### config.mk
export PLATFORM = sky130hd
export DESIGN_NAME = monitor_dac_channel_config
export DESIGN_NICKNAME = d
export VERILOG_FILES = /design/src/logic/monitor_dac_pkg.sv /design/src/logic/variable_sample.sv /design/src/logic/monitor_scaler.sv /design/src/logic/monitor_dac_channel_config.sv
export VERILOG_INCLUDE_DIRS = /design/src /design/src/logic
export SDC_FILE = /design/constraint.sdc
export NUM_CORES = 1
export LEC_CHECK = 0
export ABC_AREA = 0
export BUFFER_PORTS_ARGS = -buffer_cell sky130_fd_sc_hd__buf_2
export CAP_MARGIN = 40
export CORE_MARGIN = 3
export CORE_UTILIZATION = 54
export CTS_BUF_LIST = sky130_fd_sc_hd__clkbuf_2 sky130_fd_sc_hd__clkbuf_4 sky130_fd_sc_hd__clkbuf_8
export DETAILED_ROUTE_END_ITERATION = 6
export PLACE_DENSITY_LB_ADDON = 0.3
export SLEW_MARGIN = 20
export SYNTH_ARGS = -nofsm -noshare
export SYNTH_HDL_FRONTEND = slang
export SYNTH_HIERARCHICAL = 1
export SYNTH_SLANG_ARGS = --single-unit
### constraint.sdc
create_clock -name clk -period 50.1 [get_ports clk]
set_clock_uncertainty 0.2 [all_clocks]
set_input_delay 7.515 -clock clk [delete_from_list [all_inputs] [get_ports clk]]
set_output_delay 7.515 -clock clk [all_outputs]
set_load 0.005 [all_outputs]
### src/logic/monitor_dac_cfg.svh
`ifndef MONITOR_DAC_CFG_SVH
`define MONITOR_DAC_CFG_SVH

`define CFG_ADDR_W 12
`define CFG_OFFSET 12'h0F6
`define ADDR_LSB 0
`define ADDR_MSB 13
`define POLARITY_BIT 14
`define EIGHTHS_LSB 15
`define EIGHTHS_MSB 18
`define POW2_LSB 19
`define POW2_MSB 22
`define ADDR_RESET 14'h0000
`define EIGHTHS_RESET 4'h8
`define POW2_RESET 4'h0
`define POLARITY_RESET 1'b0
`define ENUM_MAX 16'h001F
`define VAR_W 16
`define DAC_W 12
`define DAC_FULL 12'hFFF
`define DAC_MID 12'h800

`endif

### src/logic/monitor_dac_pkg.sv
package monitor_dac_pkg;

  typedef struct packed {
    logic [3:0] power_of_two_scale;
    logic [3:0] eighths_scale;
    logic polarity_select;
    logic [13:0] monitored_variable_address;
  } monitor_cfg_s;

  typedef struct packed {
    logic wr;
    logic rd;
    logic [11:0] addr;
    logic [31:0] wdata;
  } reg_req_s;

endpackage

### src/logic/variable_sample.sv
`timescale 1ns/10ps
`include "monitor_dac_cfg.svh"

// Registers the variable fetched from the algorithm variable space
module variable_sample (
  // Clock and reset
  input wire logic clk,
  input wire logic resetn,
  // Sample
  input wire logic sample_en,
  input wire logic signed [15:0] var_data,
  output logic signed [15:0] held
);

  always_ff @(posedge clk or negedge resetn) begin
    if (!resetn) begin
      held <= 16'sh0000;
    end else if (sample_en) begin
      held <= var_data;
    end
  end

endmodule

### src/logic/monitor_scaler.sv
`timescale 1ns/10ps
`include "monitor_dac_cfg.svh"

// Scale the held variable and map onto the converter code, registered
module monitor_scaler
  import monitor_dac_pkg::*;
(
  // Clock and reset
  input wire logic clk,
  input wire logic resetn,
  // Config and data
  input wire monitor_dac_pkg::monitor_cfg_s cfg,
  input wire logic signed [15:0] value,
  output logic [11:0] code
);

  // Wide enough for full-scale input shifted by fifteen, times 4096
  logic signed [47:0] scaled;
  logic signed [47:0] mapped;
  logic [11:0] next_code;

  function automatic logic [11:0] clamp(input logic signed [47:0] v);
    if (v < 48'sd0) begin
      clamp = 12'h000;
    end else if (v > 48'sd4095) begin
      clamp = `DAC_FULL;
    end else begin
      clamp = v[11:0];
    end
  endfunction

  always_comb begin
    scaled = 48'sd0;
    mapped = 48'sd0;
    // Zero eighths selects power of two
    if (cfg.eighths_scale == 4'h0) begin
      // Enum value times two to the k, full scale 31
      scaled = (48'(value) <<< cfg.power_of_two_scale) * 48'sd4096 / 48'sd31;
    end else begin
      // Multiply by n over eight; value is Q15 per-unit
      scaled = (48'(value) * 48'(signed'({1'b0, cfg.eighths_scale}))) >>> 6;
    end
    if (cfg.polarity_select) begin
      // Unipolar, 0 pu at zero code
      mapped = scaled;
    end else begin
      mapped = (scaled >>> 1) + 48'sd2048;
    end
  end

  assign next_code = clamp(mapped);

  always_ff @(posedge clk or negedge resetn) begin
    if (!resetn) begin
      code <= `DAC_MID;
    end else begin
      code <= next_code;
    end
  end

endmodule

### src/logic/monitor_dac_channel_config.sv
// Design decision made here: the address-and-strobe port.
`timescale 1ns/10ps
`include "monitor_dac_cfg.svh"

// What this block does
// - Fetch variable at 14-bit configured address
// - Enum mode multiplies by two to k
// - Power scale used only when eighths zero
// - Zero eighths means enum, max 31
// - Nonzero n multiplies by n/8, reset 8
// - Unipolar: 0 pu 0V, 1 pu 3V
// - Bipolar default: zero at midscale
module monitor_dac_channel_config
  import monitor_dac_pkg::*;
(
  // Clock and reset
  input wire logic clk,
  input wire logic resetn,
  // Register port
  input wire monitor_dac_pkg::reg_req_s req,
  output logic [31:0] rdata,
  // Algorithm variable space
  output logic [13:0] monitored_variable_address,
  input wire logic signed [15:0] var_data,
  // Converter
  output logic [11:0] monitor_output_two
);

  monitor_cfg_s cfg;
  logic [13:0] watch_address;
  logic polarity_select;
  logic [3:0] eighths_scale;
  logic [3:0] power_of_two_scale;
  logic hit;
  logic write_hit;
  logic read_hit;
  logic signed [15:0] held;
  logic [11:0] code;

  // Scale and polarity fields are write-only; reserved bits read zero
  function automatic logic [31:0] readback(input logic [13:0] address);
    readback = {18'h00000, address};
  endfunction

  assign hit = (req.addr == `CFG_OFFSET);
  assign write_hit = req.wr && hit;
  assign read_hit = req.rd && hit;

  always_ff @(posedge clk or negedge resetn) begin
    if (!resetn) begin
      watch_address <= `ADDR_RESET;
    end else if (write_hit) begin
      watch_address <= req.wdata[`ADDR_MSB:`ADDR_LSB];
    end
  end

  always_ff @(posedge clk or negedge resetn) begin
    if (!resetn) begin
      polarity_select <= `POLARITY_RESET;
    end else if (write_hit) begin
      polarity_select <= req.wdata[`POLARITY_BIT];
    end
  end

  // Eighths field, resets to unity gain
  always_ff @(posedge clk or negedge resetn) begin
    if (!resetn) begin
      eighths_scale <= `EIGHTHS_RESET;
    end else if (write_hit) begin
      eighths_scale <= req.wdata[`EIGHTHS_MSB:`EIGHTHS_LSB];
    end
  end

  // Power field; cleared so enum mode never sees an unknown shift
  always_ff @(posedge clk or negedge resetn) begin
    if (!resetn) begin
      power_of_two_scale <= `POW2_RESET;
    end else if (write_hit) begin
      power_of_two_scale <= req.wdata[`POW2_MSB:`POW2_LSB];
    end
  end

  assign cfg = {power_of_two_scale, eighths_scale, polarity_select, watch_address};

  // Only the address reads back
  always_ff @(posedge clk or negedge resetn) begin
    if (!resetn) begin
      rdata <= 32'h00000000;
    end else if (read_hit) begin
      rdata <= readback(watch_address);
    end else begin
      rdata <= 32'h00000000;
    end
  end

  always_ff @(posedge clk or negedge resetn) begin
    if (!resetn) begin
      monitored_variable_address <= `ADDR_RESET;
    end else begin
      monitored_variable_address <= watch_address;
    end
  end

  variable_sample u_sample (
    .clk(clk),
    .resetn(resetn),
    .sample_en(1'b1),
    .var_data(var_data),
    .held(held)
  );

  monitor_scaler u_scale (
    .clk(clk),
    .resetn(resetn),
    .cfg(cfg),
    .value(held),
    .code(code)
  );

  always_ff @(posedge clk or negedge resetn) begin
    if (!resetn) begin
      monitor_output_two <= `DAC_MID;
    end else begin
      monitor_output_two <= code;
    end
  end

endmodule

==> impl_results.md <==
* Commonest non-fill, non-tap cells in the layout: nand2_1 (242), nor2_1 (201), a21oi_1 (138)
* Relative slew slack at a little over a third
* Dpl ws at 14000 ps
* Capturing point of the worst reg2reg path: u_scale/code[1]
* Drt via density at approximately 6.9
* Hold Slack at 157 ps
* Largest net degree at the start of global routing at 73
* Synthesis Warnings at 6
* Clock slew at the register clock pins of the worst setup and hold paths at about 100 ps
* Met2 routed WL at roughly 29000 um
* Share of cells above drive strength 1 at a little over an eighth
* FF-to-FF Start: power_of_two_scale[1]
* M1 wire length at around 27000 um
* Die Wd at 198 um
* Buffer depth of the longest clock path at 2
* Final HPWL DP at ~47000 um
* Max Slew Vio Count at 0
* First-pass GRT wire length at just over 100000 um
* DR top layer: met4
* Cts hold-fix bufs at 0
* CP endpoint kind: flip-flop
* ANT cells at 0
* GPL Wtd Cong at 0.961
* Max-cap violations at 0
* H-Tree Depth at 3
* Synth Register Bits at roughly 90
* WL final at 61400 um
* Hold Path Stages at 0
* Syn avg cell area at approximately 7.6 um2
* Yosys cell types at 153
* Starting Density at between 50% and 60%
* Final core utilization at 57.8%
* Post-synthesis compound-gate area fraction at between 30% and 40%
* Cells after Synth at approximately 2.6k
* GR Overflow Total at 0
* Multiplexer share of the synthesized area at between 8 and 9%
* Post-Synth Adder-Cell Area at ~6.6%
* RSZ-0062 raised after global routing: false
* Most used DFF post-synth: dfrtp_1
* Routed Antenna Nets at 0
* Setup TNS Final at 0 ps
* Post-synthesis xor/xnor area fraction at ~6.5%
* Cell Area, Synth at approximately 20000 um2
* CP max stage delay at roughly 730 ps
* Sequential area share after synthesis at roughly 11%
* Total track usage at 30.3%
* Antenna violations before repair at 0
* Most used cell, CP: nand2_1
* Worst skew pair latency at around 380 ps
* Critical path data arrival time at 36090 ps
* FF-to-FF setup slack at around 14000 ps
* Post-CTS Setup Inserts at 0
* Hold Crit Start: u_scale/code[4]
* Setup WS post-layout at 14060 ps
* Boundary Pins at roughly 120
* CP max stage cell: xnor2_1
* DIE AREA at between 30000 and 40000 um2
* Commonest non-fill, non-tap cell in the layout: nand2_1
* Async S/R FF share, synth at between 90% and 100%
* Clk root buf: clkbuf_8
* WP data required at about 50000 ps
* CP Max Fanout at 37
* Pre-antenna DRT Iters at 6
* # DRC at 0
* Via count at roughly 21k
* NumNets Final at ~2.8k
* Final setup fails at 0
* Hold Fails Final Rpt at 0
* Hold endpoint: monitor_output_two[4]
* Routed length on met3 at ~4300 um
* Reg2Reg Depth at roughly 110
* Crit share post-route at a little under three quarters
* DRT iter0 DRCs at between 2k and 2.5k
* Worst Hold Class: flip-flop to flip-flop
* Status: finished, final reports clean
* Class of the most critical setup path: flip-flop to flip-flop
* FMAX at 27.7 MHz
* Number of buffers created by CTS at 9
* Vias in the first global route at between 20k and 25k
* Routed length per placed instance at 19.8 um
* Largest family of logic cells by synthesized area: compound AO/OA/AOI/OAI gates
* Post-cts resize count at 0
* Die Height at about 200 um
* Area added between synthesis and finish at 4.44%
* Core Rows at 69
* Min cycle time layout at roughly 36000 ps
* Worst setup SP type: flip-flop
* Buffers on Ports at 94
* Clock sink count at 91
* Slew @ Worst Pin at ~980 ps
* Core area at roughly 36000 um2
* Post-synth EDFFs at 0
* CTS tree: built
* Simple logic cell fraction of the synthesized area at 28.0%
routing by layer:
layer,GRT usage [%],vias up
met2,50.4,1000
met1,42.1,10200
met5,0,-
met3,2.60,128
li1,-,10100
met4,9.15,0
cells in the mapped netlist, drive strengths merged, types with 53 or more instances:
library cell  instances  area share [%]
nor3                100             2.7
o21ai               153             3.9
clkbuf               79             1.5
and2                 87             2.7
nand3                89             2.3
nand2               246             4.7
ha                   53             3.3
buf                  55             2.0
mux2                 74             4.8
dfrtp                88              11
inv                 118             2.2
a21oi               143             3.7
xnor2               101             4.5
nor2                205             3.9
stage by stage:
step | area [um2] | std cells
2_1_floorplan | 19900 | 2637
3_3_place_gp | 20400 | 3074
3_5_place_dp | 20500 | 3082
4_1_cts | 20700 | 3098
5_1_grt | 20800 | 3105
6_report | 20800 | 3105
critical path, delay by kind of cell (launching register included):
family / cells / cell delay [ps]
buf+inv: 9 / 2210
fa+ha+maj: 7 / 2770
flops: 1 / 510
mux: 3 / 1250
compound gates: 49 / 14290
xor+xnor: 3 / 1320
simple gates: 42 / 13270
sequential cells by signal (all words and copies together) (netlist names):
name,cells
u_sample/held,16
monitor_output_two,12
rdata,14
u_scale/code,12
watch_address,14
monitored_variable_address,14
eighths_scale,4
polarity_select,1
power_of_two_scale,4
cells by family after synthesis:
logic type	count (synthesis)
xor+xnor	143
other cells	2
compound gates	869
buf+inv	253
mux	134
flops	91
simple gates	1042
fa+ha+maj	86
area by class of cell:
type | count | area [um2]
clock buffer | 9 | 124
fill | 3287 | 15100
multi-input combinational | 2293 | 16500
tap | 461 | 577
inverter | 119 | 447
sequential | 91 | 2280
clock inverter | 7 | 75.1
timing repair buffer | 125 | 726
worst max path at each step:
stage	slack [ps]	end	startpoint	depth (start not counted)
5_1_grt	11380	u_scale/code[1]	power_of_two_scale[0]	115
2_1_floorplan	22270	u_scale/code[10]	power_of_two_scale[1]	118
3_5_place_dp	14000	u_scale/code[1]	power_of_two_scale[1]	109
3_3_place_gp	14390	u_scale/code[0]	power_of_two_scale[1]	109
6_report	14060	u_scale/code[1]	power_of_two_scale[1]	113
4_1_cts	13930	u_scale/code[1]	power_of_two_scale[1]	110
Power is not shown: default switching activity piles up to over one toggle a cycle in this logic, so the estimate is an artifact.
